<file path="config.mk">
export PLATFORM = sky130hd
export DESIGN_NAME = rsc_reset_ctrl
export DESIGN_NICKNAME = d
export VERILOG_FILES = /design/src/rsc_pkg.sv /design/src/rsc_reset_ctrl.sv
export SDC_FILE = /design/constraint.sdc
export NUM_CORES = 1
export LEC_CHECK = 0
export BUFFER_PORTS_ARGS = -buffer_cell sky130_fd_sc_hd__buf_2
export CAP_MARGIN = 20
export CORE_MARGIN = 2
export CORE_UTILIZATION = 40
export CTS_CLUSTER_DIAMETER = 120
export DETAILED_ROUTE_END_ITERATION = 7
export SYNTH_ARGS = -nofsm -noshare
export SYNTH_HDL_FRONTEND = slang
export SYNTH_SLANG_ARGS = --single-unit
export TNS_END_PERCENT = 10
</file>
<file path="constraint.sdc">
create_clock -name CLOCK -period 4.05 [get_ports CLOCK]
set_input_delay 1.0125 -clock CLOCK [delete_from_list [all_inputs] [get_ports CLOCK]]
set_output_delay 1.0125 -clock CLOCK [all_outputs]
set_load 0.005 [all_outputs]
</file>
<file path="src/rsc_pkg.sv">
// Package for the reset source controller: offsets, fields, timing, types
package rsc_pkg;

   // Register word offsets (byte addresses, word index = offset / 4)
   localparam logic [3:0] OFF_STATUS_0  = 4'h0;
   localparam logic [3:0] OFF_STATUS_1  = 4'h4;
   localparam logic [3:0] OFF_STATUS_2  = 4'h8;
   localparam logic [3:0] OFF_CONFIG    = 4'hc;

   // reset_status_0 fields
   localparam int POS_POWERON = 0;
   localparam int POS_LVD0   = 1;
   localparam int POS_LVD1   = 2;
   localparam int POS_LVD2   = 3;
   localparam int POS_DPSR   = 4;
   // reset_status_1 fields
   localparam int POS_IWDF   = 0;
   localparam int POS_WDF    = 1;
   localparam int POS_SWF    = 2;
   localparam int POS_SRPF   = 3;
   localparam int POS_SREF   = 4;
   localparam int POS_BMPF   = 5;
   localparam int POS_BSPF   = 6;
   localparam int POS_SPEF   = 7;
   localparam int POS_TZEF   = 8;
   localparam int POS_CPEF   = 9;
   localparam int POS_BKUPF  = 10;
   // reset_status_2 fields
   localparam int POS_WARM_START = 0;
   // config register fields
   localparam int POS_IWD_NMI = 0;
   localparam int POS_WD_NMI  = 1;
   localparam int POS_LVD_EN  = 2;
   localparam int POS_LVD_RST = 5;
   localparam int POS_BKUP_EN = 8;

   localparam logic [31:0] RST_CONFIG = 32'h0000_0000;

   // Timing, 100 MHz system clock
   localparam int CLK_PERIOD_NS     = 10;
   localparam int POR_HOLD_NS       = 1000;
   localparam int LVD_STAB_NS       = 500;
   localparam int WD_DELAY_NS       = 200;
   localparam int SOFT_HOLD_NS      = 200;
   localparam int STBY_WAIT_CYC     = 35;
   localparam int POR_HOLD_CYC  = (POR_HOLD_NS + CLK_PERIOD_NS - 1)
                                  / CLK_PERIOD_NS;
   localparam int LVD_STAB_CYC  = (LVD_STAB_NS + CLK_PERIOD_NS - 1)
                                  / CLK_PERIOD_NS;
   localparam int WD_DELAY_CYC  = (WD_DELAY_NS + CLK_PERIOD_NS - 1)
                                  / CLK_PERIOD_NS;
   localparam int SOFT_HOLD_CYC = (SOFT_HOLD_NS + CLK_PERIOD_NS - 1)
                                  / CLK_PERIOD_NS;
   localparam int CNT_W = 12;

   // Reset sequencer states
   typedef enum logic [3:0] {
      RSC_ST_RUN  = 4'b0001,
      RSC_ST_HOLD = 4'b0010,
      RSC_ST_WAIT = 4'b0100,
      RSC_ST_POR  = 4'b1000
   } rsc_state_t;

   // Fault detector inputs, one-cycle or level requests
   typedef struct packed {
      logic sram_parity;
      logic sram_ecc;
      logic bus_master;
      logic bus_slave;
      logic stack_ptr;
      logic security;
      logic cache_parity;
   } rsc_fault_t;

   // Avalon-MM slave request
   typedef struct packed {
      logic [3:0]  address;
      logic        read;
      logic        write;
      logic [31:0] writedata;
      logic [3:0]  byteenable;
   } rsc_avreq_t;

endpackage

</file>
<file path="src/rsc_reset_ctrl.sv">
// Reset source controller: combines reset requests, sequences release
//
// Local design decisions: the Avalon-MM interface to the registers and the register addresses.
`timescale 1ns/1ps

// Notes on behaviour
// A low external reset pin aborts everything and holds internal reset.
// External driver keeps the pin low for the minimum pulse width.
// Power-on reset while supply is below threshold with the pin high.
// Power-on release only after supply good plus full hold time.
// A later supply drop with pin high restarts power-on reset.
// Power-on sets the power-on flag; a pin reset clears it.
// Backup-supply switchover may raise its own reset when enabled.
// Independent watchdog underflow: reset or NMI, flag set, short reset.
// Window watchdog expiry: reset or NMI, flag set, short reset.
// Three monitors, each three levels, raise interrupt or reset on drop.
// Monitor reset releases after supply recovers plus stabilization time.
// Monitoring disabled after power-on until enabled by option setting.
// A reset from monitor n sets that monitor's flag.
// Deep-standby wake: reset, restart oscillator, release after 35 cycles.
// Deep-standby wake reset sets the deep-standby flag.
// Core reset request makes a software reset held for the hold time.
// Warm start flag cleared only by power-on reset.
// Writing 1 sets the warm start flag; writing 0 leaves it.
// SRAM parity/ECC, bus master/slave and stack errors raise a reset.
// Security-partition and cache parity errors also raise a reset.
// Fault resets need no enable.
// Reset cause recorded in two status registers, with software flag.
// Requests combine and internal reset releases on the clock.
module rsc_reset_ctrl (
   input  wire logic                CLOCK,
   input  wire logic                RST_N,
   input  wire logic                EXTERNAL_RESET_PIN_N,
   input  wire logic                SUPPLY_ABOVE_POR,
   input  wire logic                BACKUP_SWITCH,
   input  wire logic                INDEPENDENT_WATCHDOG_UNDERFLOW,
   input  wire logic                WINDOW_WATCHDOG_EXPIRY,
   input  wire logic [2:0]          SUPPLY_ABOVE_MONITOR,
   input  wire logic                STANDBY_WAKE,
   input  wire logic                CORE_RESET_REQUEST,
   input  wire rsc_pkg::rsc_fault_t FAULTS,
   input  wire rsc_pkg::rsc_avreq_t AV_REQ,
   output logic [31:0]              AV_READDATA,
   output logic                     AV_WAITREQUEST,
   output logic                     SYS_RESET_N,
   output logic                     OSC_RESTART,
   output logic                     WATCHDOG_NMI,
   output logic [2:0]               MONITOR_IRQ,
   output logic [5:0]               MONITOR_LEVEL_SEL
);

   logic                  rst_meta_n;
   logic                  rst_n;
   logic                  pin_meta;
   logic                  pin_n;
   logic                  por_meta;
   logic                  supply_ok;
   rsc_pkg::rsc_state_t   state;
   rsc_pkg::rsc_state_t   next_state;
   logic [rsc_pkg::CNT_W-1:0] cnt;
   logic [rsc_pkg::CNT_W-1:0] next_cnt;
   logic [rsc_pkg::CNT_W-1:0] hold_len;
   logic [rsc_pkg::CNT_W-1:0] next_hold_len;
   logic [31:0]           cfg;
   logic [4:0]            stat0;
   logic [10:0]           stat1;
   logic                  warm_start;
   logic                  av_ack;
   logic [2:0]            prev_mon;

   // Reset release through two flip-flops
   always_ff @(posedge CLOCK or negedge RST_N) begin
      if (!RST_N) begin
         rst_meta_n <= 1'b0;
         rst_n      <= 1'b0;
      end else begin
         rst_meta_n <= 1'b1;
         rst_n      <= rst_meta_n;
      end
   end

   // Pin and supply levels resynchronised; only second stage is used
   always_ff @(posedge CLOCK or negedge rst_n) begin
      if (!rst_n) begin
         // Pin idles high; a low reset value would fake a pin reset
         pin_meta  <= 1'b1;
         pin_n     <= 1'b1;
         por_meta  <= 1'b0;
         supply_ok <= 1'b0;
      end else begin
         pin_meta  <= EXTERNAL_RESET_PIN_N;
         pin_n     <= pin_meta;
         por_meta  <= SUPPLY_ABOVE_POR;
         supply_ok <= por_meta;
      end
   end

   // Request decode
   wire [2:0] lvd_en  = cfg[rsc_pkg::POS_LVD_EN +: 3];
   wire [2:0] lvd_rst = cfg[rsc_pkg::POS_LVD_RST +: 3];
   wire [2:0] mon_low = ~SUPPLY_ABOVE_MONITOR & lvd_en;
   wire [2:0] mon_rst = mon_low & lvd_rst;
   wire iwd_rst = INDEPENDENT_WATCHDOG_UNDERFLOW
                  & ~cfg[rsc_pkg::POS_IWD_NMI];
   wire wd_rst  = WINDOW_WATCHDOG_EXPIRY
                  & ~cfg[rsc_pkg::POS_WD_NMI];
   wire bk_rst  = BACKUP_SWITCH & cfg[rsc_pkg::POS_BKUP_EN];
   wire fault_any = |FAULTS;
   wire por_req = pin_n & ~supply_ok;
   wire short_req = iwd_rst | wd_rst | bk_rst | fault_any
                    | CORE_RESET_REQUEST;
   wire any_req = ~pin_n | por_req | (|mon_rst) | short_req
                  | STANDBY_WAKE;

   // Release length chosen by the latest cause
   always_comb begin
      next_hold_len = hold_len;
      if (STANDBY_WAKE) begin
         next_hold_len = rsc_pkg::CNT_W'(rsc_pkg::STBY_WAIT_CYC);
      end else if (CORE_RESET_REQUEST) begin
         next_hold_len = rsc_pkg::CNT_W'(rsc_pkg::SOFT_HOLD_CYC);
      end else if (iwd_rst | wd_rst | bk_rst | fault_any) begin
         next_hold_len = rsc_pkg::CNT_W'(rsc_pkg::WD_DELAY_CYC);
      end else if (|mon_rst) begin
         next_hold_len = rsc_pkg::CNT_W'(rsc_pkg::LVD_STAB_CYC);
      end else if (!pin_n) begin
         next_hold_len = rsc_pkg::CNT_W'(1);
      end
   end

   always_comb begin
      next_state = state;
      next_cnt   = cnt;
      case (state)
         rsc_pkg::RSC_ST_RUN: begin
            if (por_req) begin
               next_state = rsc_pkg::RSC_ST_POR;
            end else if (any_req) begin
               next_state = rsc_pkg::RSC_ST_HOLD;
            end
         end
         rsc_pkg::RSC_ST_POR: begin
            next_cnt = '0;
            if (!pin_n) begin
               next_state = rsc_pkg::RSC_ST_HOLD;
            end else if (supply_ok) begin
               next_state = rsc_pkg::RSC_ST_WAIT;
            end
         end
         rsc_pkg::RSC_ST_HOLD: begin
            next_cnt = '0;
            if (por_req) begin
               next_state = rsc_pkg::RSC_ST_POR;
            end else if (!any_req) begin
               next_state = rsc_pkg::RSC_ST_WAIT;
            end
         end
         rsc_pkg::RSC_ST_WAIT: begin
            next_cnt = cnt + 1'b1;
            if (por_req) begin
               next_state = rsc_pkg::RSC_ST_POR;
            end else if (any_req) begin
               next_state = rsc_pkg::RSC_ST_HOLD;
            end else if (cnt + 1'b1 >= hold_len) begin
               next_state = rsc_pkg::RSC_ST_RUN;
            end
         end
         default: begin
            next_state = rsc_pkg::RSC_ST_POR;
         end
      endcase
   end

   wire por_active = (state == rsc_pkg::RSC_ST_POR);
   wire por_done = (state == rsc_pkg::RSC_ST_POR) && supply_ok && pin_n;

   always_ff @(posedge CLOCK or negedge rst_n) begin
      if (!rst_n) begin
         state    <= rsc_pkg::RSC_ST_POR;
         cnt      <= '0;
         hold_len <= rsc_pkg::CNT_W'(rsc_pkg::POR_HOLD_CYC);
      end else begin
         state    <= next_state;
         cnt      <= next_cnt;
         hold_len <= por_done ? rsc_pkg::CNT_W'(rsc_pkg::POR_HOLD_CYC)
                              : next_hold_len;
      end
   end

   // Internal reset leaves only on a clock edge
   always_ff @(posedge CLOCK or negedge rst_n) begin
      if (!rst_n) begin
         SYS_RESET_N <= 1'b0;
         OSC_RESTART <= 1'b0;
      end else begin
         SYS_RESET_N <= (next_state == rsc_pkg::RSC_ST_RUN);
         OSC_RESTART <= STANDBY_WAKE;
      end
   end

   // Non-reset events
   always_ff @(posedge CLOCK or negedge rst_n) begin
      if (!rst_n) begin
         WATCHDOG_NMI <= 1'b0;
         MONITOR_IRQ  <= 3'h0;
         prev_mon     <= 3'h0;
      end else begin
         WATCHDOG_NMI <= (INDEPENDENT_WATCHDOG_UNDERFLOW
                          & cfg[rsc_pkg::POS_IWD_NMI])
                       | (WINDOW_WATCHDOG_EXPIRY
                          & cfg[rsc_pkg::POS_WD_NMI]);
         prev_mon     <= mon_low;
         MONITOR_IRQ  <= mon_low & ~prev_mon & ~lvd_rst;
      end
   end

   // Cause flags: power-on wipes all but the power-on flag, later causes accumulate
   wire [4:0] set0 = {STANDBY_WAKE, mon_rst, 1'b0};
   wire [10:0] set1 = {bk_rst, FAULTS.cache_parity, FAULTS.security,
                       FAULTS.stack_ptr, FAULTS.bus_slave,
                       FAULTS.bus_master, FAULTS.sram_ecc,
                       FAULTS.sram_parity, CORE_RESET_REQUEST,
                       wd_rst, iwd_rst};
   wire wr_cfg = av_ack && AV_REQ.write
                 && AV_REQ.address == rsc_pkg::OFF_CONFIG;
   wire wr_ws  = av_ack && AV_REQ.write && AV_REQ.byteenable[0]
                 && AV_REQ.address == rsc_pkg::OFF_STATUS_2
                 && AV_REQ.writedata[rsc_pkg::POS_WARM_START];

   always_ff @(posedge CLOCK or negedge rst_n) begin
      if (!rst_n) begin
         stat0      <= 5'h01;
         stat1      <= 11'h000;
         warm_start <= 1'b0;
         cfg        <= rsc_pkg::RST_CONFIG;
      end else if (por_active) begin
         stat0      <= 5'h01;
         stat1      <= 11'h000;
         warm_start <= 1'b0;
         cfg        <= rsc_pkg::RST_CONFIG;
      end else begin
         if (!pin_n) begin
            stat0[rsc_pkg::POS_POWERON] <= 1'b0;
         end
         stat0[4:1] <= stat0[4:1] | set0[4:1];
         stat1      <= stat1 | set1;
         if (wr_ws) begin
            warm_start <= 1'b1;
         end
         if (wr_cfg) begin
            cfg <= AV_REQ.writedata;
         end
      end
   end

   assign MONITOR_LEVEL_SEL = {cfg[15:14], cfg[13:12], cfg[11:10]};

   // Avalon slave: one wait cycle on every access
   wire req = AV_REQ.read | AV_REQ.write;
   always_ff @(posedge CLOCK or negedge rst_n) begin
      if (!rst_n) begin
         av_ack      <= 1'b0;
         AV_READDATA <= 32'h0000_0000;
      end else begin
         av_ack <= req & ~av_ack;
         if (req && !av_ack && AV_REQ.read) begin
            if (AV_REQ.address == rsc_pkg::OFF_STATUS_0) begin
               AV_READDATA <= {27'h0, stat0};
            end else if (AV_REQ.address == rsc_pkg::OFF_STATUS_1) begin
               AV_READDATA <= {21'h0, stat1};
            end else if (AV_REQ.address == rsc_pkg::OFF_STATUS_2) begin
               AV_READDATA <= {31'h0, warm_start};
            end else if (AV_REQ.address == rsc_pkg::OFF_CONFIG) begin
               AV_READDATA <= cfg;
            end else begin
               AV_READDATA <= 32'h0000_0000;
            end
         end
      end
   end
   assign AV_WAITREQUEST = req & ~av_ack;

endmodule

</file>
======== After elaboration in Yosys (flattened, before gate mapping) ========
Index checks and enable logic that the tools add are counted.
word-level totals
  register bits ........................... 125
  latch bits .............................. 0
  bits in writable memories ............... 0
  bits in read-only memories .............. 0
  bits of input ports ..................... 61
  memories ................................ 0
cells by class
  $add $sub $neg .......................... 1
  multipliers ............................. 0
  divide/modulo/power cells ............... 0
  $lt $le $gt $ge ......................... 1
  equality and inequality tests ........... 10
  shift-type cells ........................ 0
  mux-type cells .......................... 28
  bitwise logic cells ..................... 31
  reductions and logical operators ........ 17
operator list
  kind                                                                     count
  32-bit two-way mux                                                       6
  12-bit two-way mux                                                       6
  4-bit two-way mux                                                        9
  12-bit one-hot mux with 2 select lines                                   1
  4-bit one-hot mux with 4 select lines                                    1
  12-bit by 1-bit adder with 12-bit output, second input constant          1
  3-bit bitwise AND                                                        4
  4-bit equality test, second input constant                               3
  12-bit >= comparator                                                     1
  11-bit two-way mux                                                       1
  11-bit OR                                                                1
  1-bit OR                                                                 10
  1-bit logical AND                                                        9
  3-bit inverter                                                           3
  4-bit by 1-bit equality test with 1-bit output, second input constant    2
  4-bit by 3-bit equality test with 1-bit output, second input constant    2
  1-bit bitwise AND                                                        7
  7-bit OR reduction                                                       1
  6-bit by 3-bit inequality test with 1-bit output, second input constant  1
  2-bit nonzero test                                                       3
  5-bit two-way mux                                                        1
  1-bit inverter                                                           5
  4-bit by 2-bit equality test with 1-bit output, second input constant    1
  4-bit zero test                                                          1
  6 further kinds                                                          8

======== Depth between registers and ports, before layout ========
Gate-level depths: netlist (run 1).
  depth in word-level cells ............... 12
  gate-level depth with buffers ........... 9
  gate-level depth less buffers ........... 9

======== Worst setup path before layout (run 1) ========
No wires, ideal clock.
  path type ............................... in2reg
  start point ............................. input port SUPPLY_ABOVE_MONITOR[2]
  end point ............................... register state[1]
  setup time .............................. 0.119 ns
  arrival ................................. 2.226 ns
  data required time ...................... 3.931 ns
  setup slack ............................. 1.706 ns
  cell stages on the path ................. 6
  path through ............................ and3b_1 > or3_1 > clkbuf_1 > nor4_2 > nor4b_1 > o21a_1
between the ends
  word-level cells in the longest chain between the ends .. 10
RTL lines
  what                                         line                                                                 RTL
  start: declaration                           rsc_reset_ctrl.sv:38                                                 input wire logic [2:0] SUPPLY_ABOVE_MONITOR,
  3-bit inverter *                             rsc_reset_ctrl.sv:101                                                wire [2:0] mon_low = ~SUPPLY_ABOVE_MONITOR & lvd_en;
  3-bit bitwise AND *                          rsc_reset_ctrl.sv:101
  3-bit bitwise AND *                          rsc_reset_ctrl.sv:102                                                wire [2:0] mon_rst = mon_low & lvd_rst;
  3-bit OR reduction *                         rsc_reset_ctrl.sv:112                                                wire any_req = ~pin_n | por_req | (|mon_rst) | short_req
  1-bit OR * (2 in a row)                      rsc_reset_ctrl.sv:112
  1-bit OR *                                   rsc_reset_ctrl.sv:113                                                | STANDBY_WAKE;
  4-bit two-way mux, on equally long branches  rsc_reset_ctrl.sv:162, rsc_reset_ctrl.sv:138, rsc_reset_ctrl.sv:154
  4-bit two-way mux, on equally long branches  rsc_reset_ctrl.sv:160, rsc_reset_ctrl.sv:136, rsc_reset_ctrl.sv:152
  4-bit one-hot mux with 4 select lines *      rsc_reset_ctrl.sv:134                                                case (state)
  net next_state[1]                            rsc_reset_ctrl.sv:59                                                 rsc_pkg::rsc_state_t next_state;
  end signal: assignment                       rsc_reset_ctrl.sv:179                                                state <= rsc_pkg::RSC_ST_POR;
  end signal: assignment                       rsc_reset_ctrl.sv:183                                                state <= next_state;
  end: declaration                             rsc_reset_ctrl.sv:58                                                 rsc_pkg::rsc_state_t state;
Mark *: on every way through the listed nets, which the timed path passes. The rest lies on a longest branch.
A chain may end at the register's enable or synchronous reset.

======== Worst setup path after layout (run 1) ========
  start point ............................. register cnt[0] in the netlist's numbering
  end point ............................... register SYS_RESET_N
between the ends
  word-level cells in the longest chain between the ends .. 7
RTL lines
  what                                            line                   RTL
  start: declaration                              rsc_reset_ctrl.sv:60   logic [rsc_pkg::CNT_W-1:0] cnt;
  start signal: assignment                        rsc_reset_ctrl.sv:184  cnt <= next_cnt;
  12-bit by 1-bit adder with 12-bit output        rsc_reset_ctrl.sv:164  end else if (cnt + 1'b1 >= hold_len) begin
  12-bit >= comparator                            rsc_reset_ctrl.sv:164
  4-bit two-way mux                               rsc_reset_ctrl.sv:164
  4-bit two-way mux                               rsc_reset_ctrl.sv:162  end else if (any_req) begin
  4-bit two-way mux                               rsc_reset_ctrl.sv:160  if (por_req) begin
  4-bit one-hot mux with 4 select lines           rsc_reset_ctrl.sv:134
  4-bit by 1-bit equality test with 1-bit output  rsc_reset_ctrl.sv:196  SYS_RESET_N <= (next_state == rsc_pkg::RSC_ST_RUN);
  end signal: assignment                          rsc_reset_ctrl.sv:196
  end: declaration                                rsc_reset_ctrl.sv:45   output logic SYS_RESET_N,
No other way between the ends.

==> results of run 1 <==
[cell usage after synthesis (all sizes together), types with 10 or more instances]
master	instances	share of area [%]
nand3	11	1.3
nand2	61	4.5
buf	11	1.3
a22o	41	7.0
o21ai	55	5.4
clkbuf	26	1.9
dfrtp	112	55
nor2	52	3.8
inv	10	0.73
[worst paths after layout]
check                               from              end  slack (ns)  depth (start not counted)
worst max-delay path              cnt[0]      SYS_RESET_N        1.55                          8
worst min register to register     rst_n        supply_ok        0.29                          0
worst max register to register    cnt[0]      SYS_RESET_N        1.55                          8
max in group asynchronous          rst_n  AV_READDATA[15]        2.84                          1
worst min-delay path               rst_n        supply_ok        0.29                          0
min in group CLOCK              pin_meta            pin_n        0.35                          0
[where the power goes]
part	internal [mW]	total, mW	switching, mW
clock	0.975	1.50	0.521
combinational	0.182	0.506	0.324
sequential	1.32	1.42	0.100
total	2.47	3.42	0.944
[registers in the layout, indices dropped and copies added, names as in the netlist, 3 cells and up]
name,flops
AV_READDATA,32
cfg,32
cnt,12
stat1,11
hold_len,6
stat0,5
state,4
MONITOR_IRQ,3
prev_mon,3
[per-stage QoR]
stage / hold WS [ns] / setup WS [ns]
after detailed placement: 0.306 / 1.34
after global routing: 0.336 / 1.39
after global placement: 0.301 / 1.37
final: 0.286 / 1.55
after CTS: 0.307 / 1.56
after floorplan: 0.331 / 0.502
[cell families (layout without fill, tap and decap cells)]
kind of cell | Yosys count | after routing | share of synthesized area, %
AND/OR/NAND/NOR | 170 | 170 | 16.3
AO/OA/AOI/OAI | 133 | 133 | 17.5
flip-flops | 119 | 119 | 58.1
buffers and inverters | 47 | 151 | 3.94
adder cells (fa/ha/maj) | 7 | 7 | 1.70
XOR/XNOR | 7 | 7 | 1.19
multiplexers | 5 | 5 | 1.22
other | 1 | 2 | 0.0729
[metal layers]
layer  wire [um]  track usage (%)  vias up  share of wire [%]
met3         751             5.84       15                6.1
met1        5600             25.1     1934                 45
li1            -                -     1913                  -
met5           0                0        -                  0
met2        5750             28.8      111                 47
met4         224             7.15        0                1.8
[cells in the final DEF, fill, tap and decap left out, types with 5 or more instances in the layout]
master	count
dfrtp_1	111
buf_2	102
nand2_1	61
o21ai_0	54
nor2_1	51
a22o_1	41
clkbuf_16	17
inv_1	10
nand3_1	10
buf_4	8
nor2b_1	7
a22oi_1	7
ha_1	7
dfstp_2	7
nor3_1	6
o21a_1	5
a21oi_1	5
[layout make-up]
| type | count | area [sq um] |
|---|---|---|
| Sequential cell | 119 | 2990 |
| Timing Repair Buffer | 110 | 571 |
| Clock inverter | 9 | 126 |
| Tap cell | 172 | 215 |
| Multi-Input combinational cell | 323 | 1970 |
| Clock buffer | 22 | 454 |
| Inverter | 10 | 37.5 |
| Antenna cell | 1 | 2.50 |
| Fill cell | 1159 | 6200 |
[critical path, cell delays in order (launching register included)]
cell	delay [ns]
dfrtp_1	0.46
ha_1	0.28
nand4_1	0.27
nor2_1	0.20
xor2_1	0.11
ha_1	0.20
or3b_1	0.39
o31ai_1	0.34
a21oi_1	0.13
==> run_results.csv, run 1 <==
group,metric,value,unit
final_layout,drive_gt1_share,26.5,%
routing,drtPass1Iterations,5,
hold_path,hold_path.class,"reg -> async",
place,io_buffers,102,
clock_network,cts_buffers,17,
sta,fin_skew,0.00840,ns
worst_setup_path,required,4.33,ns
place,placed_cell_area,5790,sq um
synthesis,ys_seq_area_share,58.1,%
clock_network,cts_tree,"built",
clock_network,hold_buffers,0,
clock_network,cts_buffer_depth,2,
global_routing,grt_pass1_wl,20.6,mm
synthesis,synth_fp_nets,557,
synthesis,synth_edf_count,0,
clock_network,ctsHtreeMaxLevel,4,
clock_network,clock_sinks,119,
global_routing,antenna_found_initial,1,
routing,wl,12.3,mm
power_and_ir_drop,power.total,3.42,mW
worst_setup_path,critPathKind,"reg -> reg",
floorplanning,die-width,117,um
synthesis,synthArstFlopShare,100,%
sta,finalCriticalPeriod,2.50,ns
clock_network,post-cts-setup-buffer-count,0,
flow_run,max-cap-violations,0,
floorplanning,fp-row-count,41,
routing,route.detailed.drc,0,
sta,fin_crit_sh,61.8,%
sta,rsz0062_at_grt,"false",
sta,relSlewSlack,39.3,%
global_routing,grt.total_usage,18.8,%
clock_network,clkLatencyLatePin,0.41,ns
clock_network,cts_resized,0,
final_layout,finalNonFillerCells,766,
floorplanning,die-area,13800,sq um
routing,via_per_inst,5.19,
worst_setup_path,cp_max_fo,6,
sta,final-max-slew-violation-count,0,
place,gp_congestion,0.794,
final_layout,nNetsFinal,649,
floorplanning,dieHeight,117,um
final_layout,area_growth,23.9,%
power_and_ir_drop,power.density,536,nW/um^2
synthesis,synthCells,489,
routing,vias,3973,
final_layout,final_cell_area,6370,sq um
synthesis,ys_types,54,
final_layout,final_core_util,50.7,%
synthesis,ys_seq_elements,119,
sta,worstMarginPinSlew,0.906,ns
worst_setup_path,cp.arrival,2.78,ns
power_and_ir_drop,leakagePower,3.11,nW
global_routing,first_global_vias,4032,
worst_setup_path,end_kind,"flip-flop",
sta,hold_viol,0,
clock_network,cts_root_buf,"clkbuf_16",
run_status,status,"completed",
synthesis,syn_area,5140,sq um
sta,setup_viol,0,
synthesis,synth-main-ff-cell,"dfrtp_1",
floorplanning,coreArea,12600,sq um
synthesis,synth_warnings,0,
place,dp_hpwl,8.47,mm
power_and_ir_drop,ir_drop,257,uV
clock_network,clk_pin_slew,0.05,ns
worst_setup_path,start_kind,"flip-flop",
sta,max_freq,0.400,GHz
synthesis,syn_avg_cell_area,10.5,sq um
routing,routedWlPerCell,16.1,um
global_routing,grt-ovfl-total,0,
sta,setup_tns,0,ns
routing,ant_nets,0,
floorplanning,start_util,40.9,%
routing,drt_iter0_markers,269,
floorplanning,ioPinCount,106,
place,placed_cells,734,
global_routing,grt_max_degree,60,
(Power assumes the default switching activity.)
==> inputs of run 2 (changes only) <==
--- a/config.mk
+++ b/config.mk
@@ -5,6 +5,7 @@
 export SDC_FILE = /design/constraint.sdc
 export NUM_CORES = 1
 export LEC_CHECK = 0
+export ABC_AREA = 1
 export BUFFER_PORTS_ARGS = -buffer_cell sky130_fd_sc_hd__buf_2
 export CAP_MARGIN = 20
 export CORE_MARGIN = 2
==> constraint.sdc (replaced) <==
create_clock -name CLOCK -period 2.1 [get_ports CLOCK]
set_input_delay 0.525 -clock CLOCK [delete_from_list [all_inputs] [get_ports CLOCK]]
set_output_delay 0.525 -clock CLOCK [all_outputs]
set_load 0.005 [all_outputs]
==> run_results.csv, run 2 <==
group,metric,value,unit
worst_setup_path,critPathKind,"reg -> reg",
worst_setup_path,cp_max_fo,4,
floorplanning,start_util,40.4,%
sta,max_freq,0.513,GHz
synthesis,synth.area.top_cells,"dfrtp_1 (53%), nand2_1 (7.7%), inv_1 (7.0%)",
clock_network,cts_root_buf,"clkbuf_16",
sta,worstMarginPinSlew,0.630,ns
synthesis,yosysTopAreaCellShare,53.0,%
synthesis,synth_edf_count,0,
floorplanning,dieHeight,119,um
worst_setup_path,required,2.39,ns
sta,fin_skew,0.0103,ns
global_routing,grt.total_usage,19.0,%
clock_network,ctsHtreeMaxLevel,4,
synthesis,synth_fp_nets,666,
floorplanning,coreArea,13100,sq um
worst_setup_path,crit_chain,"ha_1, nand2_2, nor2_2, xor2_2, ha_1, nand2_1, inv_1, nand2_1, a21oi_2, o21ai_2, a21oi_1",
clock_network,cts_buffers,17,
global_routing,first_global_vias,4391,
power_and_ir_drop,power.density,1200,nW/um^2
final_layout,nNetsFinal,780,
clock_network,clk_pin_slew,0.06,ns
final_layout,drive_gt1_share,26.1,%
synthesis,ys_types,36,
hold_path,hold_path.class,"in -> reg",
global_routing,grt_pass1_wl,21.2,mm
final_layout,final_core_util,51.2,%
synthesis,synthTopCellsByCount,"dfrtp_1 (112), nand2_1 (109), inv_1 (98)",
synthesis,syn_area,5290,sq um
routing,route.detailed.drc,0,
global_routing,antenna_found_initial,0,
final_layout,nFillCells,1239,
synthesis,ys_seq_area_share,56.5,%
routing,routedWlPerCell,13.8,um
routing,ant_nets,0,
place,io_buffers,102,
synthesis,synth.most_common_cell,"dfrtp_1",
floorplanning,die-area,14200,sq um
clock_network,clock_sinks,119,
floorplanning,ioPinCount,106,
power_and_ir_drop,ir_drop,746,uV
floorplanning,die-width,119,um
worst_setup_path,critical_path.max_stage_delay,0.42,ns
sta,hold_viol,0,
synthesis,synth-main-ff-cell,"dfrtp_1",
routing,via_per_inst,4.85,
flow_run,max-cap-violations,0,
routing,vias,4372,
synthesis,yosys.area.top_type,"dfrtp_1",
final_layout,area_growth,26.7,%
global_routing,grt-ovfl-total,0,
sta,setup_viol,0,
routing,drtPass1Iterations,4,
worst_setup_path,end_kind,"flip-flop",
synthesis,synthArstFlopShare,100,%
place,gp_congestion,0.828,
final_layout,final_cell_mix,"dfrtp_1 (109), nand2_1 (109), buf_2 (102), inv_1 (98), nand3_1 (49)",
place,dp_hpwl,8.78,mm
sta,relSlewSlack,58.0,%
sta,final-max-slew-violation-count,0,
synthesis,ys_seq_elements,119,
synthesis,synth_warnings,0,
floorplanning,fp-row-count,42,
routing,drt_iter0_markers,258,
clock_network,cts_tree,"built",
worst_setup_path,start_kind,"flip-flop",
worst_setup_path,cp.arrival,2.24,ns
power_and_ir_drop,leakagePower,3.50,nW
run_status,status,"completed",
global_routing,grt_max_degree,49,
worst_setup_path,cp_slowest_cell,"dfrtp_1",
clock_network,cts_buffer_depth,2,
synthesis,synthCells,598,
sta,finalCriticalPeriod,1.95,ns
final_layout,top_regs,"AV_READDATA x32, cfg x32, cnt x12",
clock_network,clkLatencyLatePin,0.41,ns
power_and_ir_drop,power.total,8.04,mW
sta,fin_crit_sh,92.9,%
synthesis,syn_avg_cell_area,8.84,sq um
routing,wl,12.4,mm
final_layout,antenna_cells,0,
==> run 2: cell types whose count changed after synthesis, moves of 11 or more <==
cell / before / now
nand2_1: 61 / 109
o21ai_0: 54 / 42
nand3_1: 10 / 49
a21oi_1: 5 / 18
a22o_1: 41 / 4
o21ai_1: 1 / 33
clkbuf_1: 26 / 11
nor2_1: 52 / 35
o22ai_1: 1 / 12
inv_1: 10 / 98
==> run 2: final timing paths <==
| kind | startpoint | end | slack (ns) | depth (start not counted) |
|---|---|---|---|---|
| min | EXTERNAL_RESET_PIN_N | pin_meta | 0.21 | 1 |
| min in group asynchronous | rst_n | cfg[1] | 0.35 | 0 |
| max in group asynchronous | rst_n | pin_n | 1.08 | 1 |
| max | cnt[1] | state[0] | 0.15 | 11 |
| min reg2reg | rst_n | cfg[1] | 0.35 | 0 |
| max reg2reg | cnt[1] | state[0] | 0.15 | 11 |
==> run 2: critical path, delay by kind of cell (launching register included) <==
| kind | cells | cell delay (ns) |
|---|---|---|
| buffers and inverters | 1 | 0.03 |
| xor gates and xnor gates | 1 | 0.19 |
| AOI/OAI and AO/OA | 3 | 0.31 |
| adders and majority gates | 2 | 0.47 |
| and+or+nand+nor | 4 | 0.42 |
| DFF | 1 | 0.42 |
==> run 2: metrics by stage <==
step	hold WS (ns)	setup slack [ns]	instances	setup TNS, ns	cell area [sq um]
2_1_floorplan	0.229	0.120	598	0	5290
6_report	0.212	0.150	901	0	6700
5_1_grt	0.191	-0.0111	901	-0.0111	6700
3_3_place_gp	0.309	0.142	867	0	6040
3_5_place_dp	0.313	0.101	867	0	6040
4_1_cts	0.192	0.0907	900	0	6670
==> run 2: layout make-up <==
type,count,area (sq um),area share (%)
clock buffer,20,467,6.96
clock inverter,12,148,2.20
inverter,104,390,5.83
multi-input combinational,349,1800,26.9
sequential,119,2990,44.7
tap,176,220,3.29
timing repair buffer,121,681,10.2
==> run 2: routing by layer <==
metal  wire length [um]  track usage (%)  vias up
met5                  0                0        -
met4                305             9.30        0
met3                637             5.27       27
met2               5730             29.3      122
met1               5730             24.7     2089
li1                   -                -     2134
==> run 2: repair_timing <==
item | 4_1_cts | 5_1_grt
endpoints found under the setup margin | 0 | 3
hold buffers | 1 | 0
buffers inserted | 0 | 1
gates resized for setup | 0 | 6
hold endpoints to repair | 2 | 0
==> run 2: logic make-up (layout without fill, tap and decap cells) <==
family / count (synthesis) / in the layout / synth area share [%]
AND/OR/NAND/NOR: 223 / 223 / 19.4
buffers and inverters: 130 / 257 / 9.87
flip-flops: 119 / 119 / 56.5
AO/OA/AOI/OAI: 114 / 114 / 11.9
adder cells (fa/ha/maj): 7 / 7 / 1.66
XOR/XNOR: 4 / 4 / 0.662
other: 1 / 1 / 0.0709
==> run 2: report_power, final <==
| group | total, mW | switching [mW] | internal, mW |
|---|---|---|---|
| clock network | 2.98 | 1.03 | 1.95 |
| logic | 1.99 | 1.30 | 0.688 |
| registers | 3.08 | 0.239 | 2.84 |
| total | 8.04 | 2.56 | 5.48 |
